## src/hdl/rsu_pkg.sv

```systemverilog
// Constants, field layouts and carrier types for the remote image upgrade block
package rsu_pkg;

	// Register widths
	localparam int CTRL_W = 39;
	localparam int STAT_W = 32;
	localparam int SR_W   = 39;

	// Control register field positions
	localparam int CTRL_TIMER_LSB = 0;
	localparam int CTRL_PAGE_LSB  = 12;
	localparam int CTRL_RSV1_POS  = 34;
	localparam int CTRL_WDEN_POS  = 35;
	localparam int CTRL_OSC_POS   = 36;
	localparam int CTRL_EARLY_POS = 37;
	localparam int CTRL_RSV2_POS  = 38;

	// Values after reset
	localparam logic [CTRL_W-1:0] CTRL_RESET  = 39'h00_0000_0000;
	localparam logic [STAT_W-1:0] STAT_RESET  = 32'h0000_0000;
	localparam logic [23:0]       SERIAL_FACTORY_ADDR   = 24'h000000;
	localparam logic [23:0]       PARALLEL_FACTORY_ADDR = 24'h010000;

	// Boot address and watchdog count composition
	localparam logic [1:0]  PAGE_LOW_BITS  = 2'h0;
	localparam logic [16:0] WD_LOW_PATTERN = 17'h00008;

	// Status register: one-hot cause, higher bit wins a tie
	localparam logic [4:0] CAUSE_EXT    = 5'h10;
	localparam logic [4:0] CAUSE_CRC    = 5'h08;
	localparam logic [4:0] CAUSE_ERRPIN = 5'h04;
	localparam logic [4:0] CAUSE_WDOG   = 5'h02;
	localparam logic [4:0] CAUSE_FABRIC = 5'h01;
	localparam logic [1:0] MS_FACTORY   = 2'h0;
	localparam logic [1:0] MS_APP       = 2'h1;
	localparam logic [1:0] MS_LOADING   = 2'h2;

	// Timing
	localparam int CLK_PERIOD_NS   = 10;
	localparam int RELOAD_MIN_NS   = 250;
	localparam int RELOAD_MIN_CYC  = (RELOAD_MIN_NS + CLK_PERIOD_NS - 1) / CLK_PERIOD_NS;
	localparam int SHIFT_CLK_MAX_MHZ = 40;

	// Synchronised pin vector positions
	localparam int PIN_SCLK   = 0;
	localparam int PIN_SDIN   = 1;
	localparam int PIN_SHIFT  = 2;
	localparam int PIN_CAPT   = 3;
	localparam int PIN_SRC    = 4;
	localparam int PIN_FABRIC = 5;
	localparam int PIN_KICK   = 6;
	localparam int PIN_ERR_N  = 7;
	localparam int PIN_EXT_N  = 8;
	localparam int PIN_REMOTE = 9;
	localparam int PIN_PAR    = 10;
	localparam int PIN_W      = 11;

	typedef struct packed {
		logic        rsv2;
		logic        early_done_check_bit;
		logic        osc_startup_bit;
		logic        watchdog_enable_bit;
		logic        rsv1;
		logic [21:0] boot_page_field;
		logic [11:0] watchdog_timeout_field;
	} rsu_ctrl_t;

	typedef struct packed {
		logic        rsv;
		logic [4:0]  cause;
		logic [1:0]  master_state;
		logic [23:0] boot_address;
	} rsu_status_t;

	typedef enum logic [1:0] {
		ST_POWER,
		ST_LOAD,
		ST_RUN
	} rsu_state_t;

endpackage : rsu_pkg

```

## src/hdl/rsu_core.sv

```systemverilog
// Remote image upgrade engine: shift/update/control/status registers and reload control
`timescale 1ns/1ps
module rsu_core
	import rsu_pkg::*;
(
	input  wire logic        clk,
	input  wire logic        ce,
	input  wire logic        nrst,
	input  wire logic        upgrade_shift_clock,
	input  wire logic        upgrade_serial_in,
	input  wire logic        shift_or_load_select,
	input  wire logic        capture_or_update_select,
	input  wire logic        capture_source_select,
	input  wire logic        fabric_reload_strobe,
	input  wire logic        watchdog_kick,
	input  wire logic        error_status_pin_n,
	input  wire logic        external_reload_pin_n,
	input  wire logic        remote_mode_pin,
	input  wire logic        parallel_memory_boot,
	input  wire logic        set_factory_boot_instr,
	input  wire logic [23:0] factory_boot_value,
	input  wire logic        crc_error,
	input  wire logic        load_done,
	input  wire logic        load_error,
	input  wire logic        early_done_fault,
	output logic             upgrade_serial_out,
	output logic             load_start,
	output logic      [23:0] load_address,
	output logic             image_is_factory,
	output logic             startup_osc_select,
	output logic             watchdog_running,
	output logic             reconfig_busy
);

	// Returns only the highest set cause bit
	function automatic logic [4:0] top_cause(input logic [4:0] c);
		logic [4:0] r;
		r = 5'h00;
		for (int i = 0; i < 5; i++) begin
			if (c[i]) begin
				r = 5'h01 << i;
			end
		end
		return r;
	endfunction : top_cause

	// Boot page to byte address
	function automatic logic [23:0] page_to_addr(input logic [21:0] page);
		return {page, PAGE_LOW_BITS};
	endfunction : page_to_addr

	logic [PIN_W-1:0] pins_raw;
	logic [PIN_W-1:0] pins_lvl;
	logic [PIN_W-1:0] pins_rise;
	logic [PIN_W-1:0] pins_fall;

	logic             straps_taken_reg;
	logic             remote_reg;
	logic             parallel_reg;
	logic [23:0]      factory_addr_reg;
	logic [SR_W-1:0]  shift_reg;
	rsu_ctrl_t        update_reg;
	rsu_ctrl_t        control_reg;
	rsu_status_t      status_reg;
	rsu_state_t       state_reg;
	logic             factory_reg;
	logic [23:0]      cur_addr_reg;
	logic             load_start_reg;
	logic [23:0]      load_addr_reg;
	logic [7:0]       fabric_cnt_reg;
	logic             fabric_fired_reg;
	logic             fabric_pulse;
	logic [28:0]      wd_cnt_reg;
	logic             wd_expired_reg;
	logic             wd_active;
	logic [28:0]      wd_limit;
	logic [4:0]       cause_raw;
	logic [4:0]       cause;
	logic             trigger;
	logic             fabric_only;
	logic             to_factory;
	logic [1:0]       ms_code;
	logic [23:0]      factory_addr;
	rsu_ctrl_t        control_next;
	logic [23:0]      reload_addr;

	assign pins_raw = {parallel_memory_boot, remote_mode_pin, external_reload_pin_n,
		error_status_pin_n, watchdog_kick, fabric_reload_strobe, capture_source_select,
		capture_or_update_select, shift_or_load_select, upgrade_serial_in,
		upgrade_shift_clock};

	rsu_sync #(
		.W(PIN_W)
	) u_sync (
		.clk   (clk),
		.ce    (ce),
		.nrst  (nrst),
		.pin_in(pins_raw),
		.level (pins_lvl),
		.rise  (pins_rise),
		.fall  (pins_fall)
	);

	// Straps are caught once, after reset release, from synchronised levels
	// The synchroniser fills during reset, so the first edge sees settled straps
	always_ff @(posedge clk) begin
		if (!nrst) begin
			straps_taken_reg <= 1'b0;
			remote_reg       <= 1'b0;
			parallel_reg     <= 1'b0;
		end else if (ce && !straps_taken_reg) begin
			straps_taken_reg <= 1'b1;
			remote_reg       <= pins_lvl[PIN_REMOTE];
			parallel_reg     <= pins_lvl[PIN_PAR];
		end
	end

	// Factory address override from boundary scan, parallel scheme only
	always_ff @(posedge clk) begin
		if (!nrst) begin
			factory_addr_reg <= PARALLEL_FACTORY_ADDR;
		end else if (ce && set_factory_boot_instr) begin
			factory_addr_reg <= factory_boot_value;
		end
	end

	assign factory_addr = parallel_reg ? factory_addr_reg : SERIAL_FACTORY_ADDR;

	// Shift register works on sampled shift-clock rising edges.
	// Sampling limits usable shift clock well below its 40 MHz ceiling.
	always_ff @(posedge clk) begin
		if (!nrst) begin
			shift_reg <= '0;
		end else if (ce && pins_rise[PIN_SCLK]) begin
			if (pins_lvl[PIN_SHIFT]) begin
				shift_reg <= {pins_lvl[PIN_SDIN], shift_reg[SR_W-1:1]};
			end else if (pins_lvl[PIN_CAPT]) begin
				if (!pins_lvl[PIN_SRC]) begin
					shift_reg <= {7'h00, status_reg};
				end else if (factory_reg) begin
					shift_reg <= update_reg;
				end else begin
					shift_reg <= control_reg;
				end
			end
		end
	end

	assign upgrade_serial_out = shift_reg[0];

	// Update register: factory image, remote mode, update operation only
	// A refused write gives no sign; the factory reads back to confirm
	always_ff @(posedge clk) begin
		if (!nrst) begin
			update_reg <= CTRL_RESET;
		end else if (ce && pins_rise[PIN_SCLK] && !pins_lvl[PIN_SHIFT] && !pins_lvl[PIN_CAPT]
				&& factory_reg && remote_reg && state_reg == ST_RUN) begin
			update_reg <= shift_reg;
		end
	end

	// Fabric reload must stay high long enough to count as intended
	// One reload per strobe, however long it is held
	always_ff @(posedge clk) begin
		if (!nrst) begin
			fabric_cnt_reg   <= 8'h00;
			fabric_fired_reg <= 1'b0;
		end else if (ce) begin
			if (!pins_lvl[PIN_FABRIC]) begin
				fabric_cnt_reg   <= 8'h00;
				fabric_fired_reg <= 1'b0;
			end else if (fabric_cnt_reg != 8'(RELOAD_MIN_CYC)) begin
				fabric_cnt_reg <= fabric_cnt_reg + 8'h01;
			end else begin
				fabric_fired_reg <= 1'b1;
			end
		end
	end

	assign fabric_pulse = pins_lvl[PIN_FABRIC] && !fabric_fired_reg
		&& fabric_cnt_reg == 8'(RELOAD_MIN_CYC);

	// User watchdog: applications only, restarted by each kick
	// Expiry flag lasts one cycle; the reload it causes restarts the count
	assign wd_active = remote_reg && !factory_reg && state_reg == ST_RUN
		&& control_reg.watchdog_enable_bit;
	assign wd_limit  = {control_reg.watchdog_timeout_field, WD_LOW_PATTERN};

	always_ff @(posedge clk) begin
		if (!nrst) begin
			wd_cnt_reg     <= 29'h0000_0000;
			wd_expired_reg <= 1'b0;
		end else if (ce) begin
			wd_expired_reg <= 1'b0;
			if (!wd_active || pins_rise[PIN_KICK] || trigger) begin
				wd_cnt_reg <= 29'h0000_0000;
			end else if (wd_cnt_reg == wd_limit) begin
				wd_expired_reg <= 1'b1;
				wd_cnt_reg     <= 29'h0000_0000;
			end else begin
				wd_cnt_reg <= wd_cnt_reg + 29'h0000_0001;
			end
		end
	end

	assign watchdog_running = wd_active;

	// Reconfiguration causes, highest bit wins a tie
	// Nothing is taken before the power-up load has been started
	always_comb begin
		cause_raw = 5'h00;
		if (state_reg != ST_POWER) begin
			if (pins_fall[PIN_EXT_N]) begin
				cause_raw = cause_raw | CAUSE_EXT;
			end
			if (crc_error || (state_reg == ST_LOAD && (load_error
					|| (load_done && control_reg.early_done_check_bit
					&& early_done_fault)))) begin
				cause_raw = cause_raw | CAUSE_CRC;
			end
			if (pins_fall[PIN_ERR_N]) begin
				cause_raw = cause_raw | CAUSE_ERRPIN;
			end
			if (wd_expired_reg) begin
				cause_raw = cause_raw | CAUSE_WDOG;
			end
			if (fabric_pulse && state_reg == ST_RUN) begin
				cause_raw = cause_raw | CAUSE_FABRIC;
			end
		end
	end

	assign cause       = top_cause(cause_raw);
	assign trigger     = cause != 5'h00;
	assign fabric_only = cause == CAUSE_FABRIC;
	// Errors always fall back; a fabric reload from an application returns to factory
	assign to_factory  = !remote_reg || !fabric_only || !factory_reg;

	always_comb begin
		if (fabric_only) begin
			control_next = update_reg;
		end else begin
			control_next = CTRL_RESET;
		end
	end

	// Any sector boundary is legal; the page is not range-checked
	// A fabric reload from an application still lands on the factory image
	assign reload_addr = to_factory ? factory_addr
		: page_to_addr(control_next.boot_page_field);

	// State code as seen when the trigger lands
	always_comb begin
		case (state_reg)
			ST_RUN:  ms_code = factory_reg ? MS_FACTORY : MS_APP;
			ST_LOAD: ms_code = MS_LOADING;
			default: ms_code = MS_FACTORY;
		endcase
	end

	// Master sequence: power-up load, then run and reload on triggers.
	// Control and status sit on the main clock, standing in for the oscillator.
	always_ff @(posedge clk) begin
		if (!nrst) begin
			state_reg      <= ST_POWER;
			factory_reg    <= 1'b1;
			control_reg    <= CTRL_RESET;
			status_reg     <= STAT_RESET;
			cur_addr_reg   <= 24'h000000;
			load_start_reg <= 1'b0;
			load_addr_reg  <= 24'h000000;
		end else if (ce) begin
			load_start_reg <= 1'b0;
			case (state_reg)
				ST_POWER: begin
					if (straps_taken_reg) begin
						control_reg                 <= CTRL_RESET;
						control_reg.boot_page_field <= factory_addr[23:2];
						factory_reg                 <= 1'b1;
						cur_addr_reg                <= factory_addr;
						load_addr_reg               <= factory_addr;
						load_start_reg              <= 1'b1;
						state_reg                   <= ST_LOAD;
					end
				end
				ST_LOAD, ST_RUN: begin
					if (trigger) begin
						status_reg.rsv          <= 1'b0;
						status_reg.cause        <= cause;
						status_reg.master_state <= ms_code;
						// Address of the image being left, not the next one
						status_reg.boot_address <= cur_addr_reg;
						control_reg             <= control_next;
						factory_reg             <= to_factory;
						cur_addr_reg            <= reload_addr;
						load_addr_reg           <= reload_addr;
						load_start_reg          <= 1'b1;
						state_reg               <= ST_LOAD;
					end else if (state_reg == ST_LOAD && load_done) begin
						state_reg <= ST_RUN;
					end
				end
				default: begin
					state_reg <= ST_POWER;
				end
			endcase
		end
	end

	assign load_start         = load_start_reg;
	assign load_address       = load_addr_reg;
	assign image_is_factory   = factory_reg;
	assign startup_osc_select = control_reg.osc_startup_bit;
	assign reconfig_busy      = state_reg != ST_RUN;

endmodule : rsu_core

```

## src/hdl/rsu_sync.sv

```systemverilog
// Two-stage pin synchroniser with edge detection on the settled level
`timescale 1ns/1ps
module rsu_sync #(
	parameter int W = 1
) (
	input  wire logic         clk,
	input  wire logic         ce,
	input  wire logic         nrst,
	input  wire logic [W-1:0] pin_in,
	output logic      [W-1:0] level,
	output logic      [W-1:0] rise,
	output logic      [W-1:0] fall
);

	logic [W-1:0] stage1_reg;
	logic [W-1:0] stage2_reg;
	logic [W-1:0] stage3_reg;

	// Edges look only at stages two and three, never the first stage.
	// Not reset: the stages fill during reset, so straps are settled at release.
	always_ff @(posedge clk) begin
		if (ce) begin
			stage1_reg <= pin_in;
			stage2_reg <= stage1_reg;
			stage3_reg <= stage2_reg;
		end
	end

	assign level = stage2_reg;
	// Edges held off while in reset
	assign rise  = nrst ? (stage2_reg & ~stage3_reg) : '0;
	assign fall  = nrst ? (~stage2_reg & stage3_reg) : '0;

endmodule : rsu_sync

```

## config.mk

```make
export PLATFORM = sky130hd
export DESIGN_NAME = rsu_core
export DESIGN_NICKNAME = d
export VERILOG_FILES = /design/src/hdl/rsu_pkg.sv /design/src/hdl/rsu_core.sv /design/src/hdl/rsu_sync.sv
export SDC_FILE = /design/constraint.sdc
export NUM_CORES = 1
export LEC_CHECK = 0
export BUFFER_PORTS_ARGS = -buffer_cell sky130_fd_sc_hd__clkbuf_2
export CORE_ASPECT_RATIO = 1.1
export CORE_UTILIZATION = 55
export DETAILED_ROUTE_END_ITERATION = 12
export GPL_ROUTABILITY_DRIVEN = 0
export PLACE_DENSITY = 0.7
export SETUP_SLACK_MARGIN = 0.4
export SLEW_MARGIN = 10
export SYNTH_ARGS = -nofsm -noshare
export SYNTH_HDL_FRONTEND = slang
export SYNTH_HIERARCHICAL = 1
export SYNTH_SLANG_ARGS = --single-unit
```

## constraint.sdc

```tcl
create_clock -name clk -period 3.05 [get_ports clk]
set_clock_uncertainty 0.2 [all_clocks]
set_input_delay 0.305 -clock clk [delete_from_list [all_inputs] [get_ports clk]]
set_output_delay 0.305 -clock clk [all_outputs]
set_load 0.1 [all_outputs]
```

==> metrics.cfg <==
[logic_synthesis]
synth_nets = 1441
synth.cell_area_mm2 = 0.0118
synth_cells = 1390
syn_area_per_cell_um2 = 8.45
yosys_warnings = 6

[sta]
tns_ps = 0
slew_headroom_pct = 59.8
fin_crit_sh_pct = 84.5
fmax_mhz = 388
rsz0062_at_grt = true
setup_violations = 0
slew_violations = 0
worstMarginPinSlew_ps = 603
hold_viol_final = 0
period_needed_ps = 2580

[clock_network]
cts_sinks = 268
numCtsBuffers = 28
clk_root_buffer_cell = clkbuf_16
cts_tree = built
clk_latency_ps = 550
cts_max_level = 1
clk_path_buf_depth = 3
cts.clk_slew.worst_paths_ps = 60

[floorplanning]
die_x_um = 141
rows = 55
die-area_mm2 = 0.0220
initial_core_util_pct = 56.5
coreArea_mm2 = 0.0208
die_y_um = 155
io_pins = 73

[global_route]
grt_pass1_vias = 9758
gr-total-overflow = 0
grt_use_total_pct = 28.7
grt_antenna_before_repair = 0
grt_max_degree = 79
grt_pass1_wl_um = 50700

[placed_design]
port-buffer-count = 72
hpwl_um = 18500
placed_area_mm2 = 0.0124
place_inst = 1669

[worst_setup_path]
critPathRequiredTime_ps = 3310
path_class = reg -> reg
cp_max_fo = 6
arrival_ps = 2840
ff2ff_setup_slack_ps = 470
cp-start-kind = register
worstPathCellList = inv_2 -> ha_4 -> clkinvlp_4 -> nor2_4 -> nand3_4 -> or4_4 -> buf_12 -> or3_1 -> a31oi_1
r2r-start = state_reg[0]
critPathSlowestCell = or4_4
slowest_delay_ps = 620
reg2reg_to = wd_cnt_reg[12]
endpoint_kind = register
r2r_cells = 9

[drt]
postRouteAntennaNets = 0
first_pass_iters = 5
drt_iter0_markers = 945
vias = 10541
routed_wl_um = 32100
remaining_drc_errors = 0
wl_per_cell_um = 18.2
avgViaCountPerCell = 5.98

[cells_and_area]
final_area_mm2 = 0.0141
final_cells = 1764
nets = 1508
layout-drive-gt1-share_pct = 13.7
antennaDiodeCount = 0
synthToLayoutAreaGrowth_pct = 19.7
fin_util_pct = 67.7

[min_path]
min_from = set_factory_boot_instr
worst_hold_path_type = in -> reg
hold_end = factory_addr_reg[0]
whs_path_depth = 4

[power_and_ir_drop]
peakVddDrop_v = 0.000553
power.total_uw = 8570
p_per_area_mw_per_mm2 = 610
p_leak_uw = 0.00506

[status]
outcome = completed

[run]
drv_cap = 0

cell type report:
class	instances	area [um^2]
clock buffers	32	746
clock inverters	20	274
fillers	1752	6720
inverters	11	50.0
multi-input cells	1001	5790
flip-flops and latches	268	5630
well taps	285	357
repair buffers	147	1210
power breakdown:
| group | switching [uW] | total (uW) | internal [uW] |
|---|---|---|---|
| sequential | 108 | 3800 | 3700 |
| clock | 1440 | 3700 | 2270 |
| combinational | 747 | 1070 | 318 |
| total | 2290 | 8570 | 6280 |
metrics by stage:
step,setup slack [ps],hold WS (ps)
2_1_floorplan,371,200
3_3_place_gp,313,200
3_5_place_dp,209,205
4_1_cts,402,36.9
5_1_grt,315,79.9
6_report,473,52.8
worst max-delay path by stage:
stage / from / to / slack, ps
after global routing: u_sync/stage3_reg[7] / control_reg[13] / 320
final: state_reg[0] / wd_cnt_reg[12] / 470
after CTS: u_sync/stage3_reg[7] / control_reg[13] / 400
after floorplan: state_reg[0] / wd_cnt_reg[12] / 370
after detailed placement: wd_cnt_reg[0] / wd_cnt_reg[1] / 210
after global placement: nrst / wd_cnt_reg[24] / 310
worst max-delay path: cells and delay by family, from the launching register on:
kind	cells	cell delay (ps)
and+or+nand+nor	4	1220
buffers and inverters	3	380
DFF	1	340
AOI/OAI and AO/OA	1	180
adders and majority gates	1	170
layout by cell type, fill, tap and decap left out, drive strengths merged, types with 4 or more instances in the layout:
cell	instances
dfxtp	242
nand2	214
nor2	167
a21oi	167
clkbuf	107
mux2i	76
a211oi	62
nand3	48
buf	37
o21ai	36
dlygate4sd3	35
nor3	31
edfxtp	26
a31oi	24
a221oi	22
or3	19
nand4	16
o211ai	13
xnor2	12
inv	10
and2	9
clkinv	9
nand2b	8
nor4	8
ha	8
or4	7
bufinv	6
clkinvlp	6
nand4b	5
nand3b	5
and4	4
and3	4
xor2	4
nor3b	4
and3b	4
routing by layer:
metal	wire length, um	track usage, %
met5	0	0
met2	15300	48.3
met1	14200	38.8
met3	1790	3.51
met4	756	8.24
timing repair:
| item | CTS | global route |
|---|---|---|
| hold buffers | 35 | 0 |
| endpoints found under the setup margin | 44 | 115 |
| gates cloned | 2 | 3 |
| pin swaps | 2 | 5 |
| hold endpoints to repair | 35 | 0 |
| gates resized for setup | 11 | 16 |
| buffers inserted | 2 | 1 |
Power figures use the tool's default switching activity.
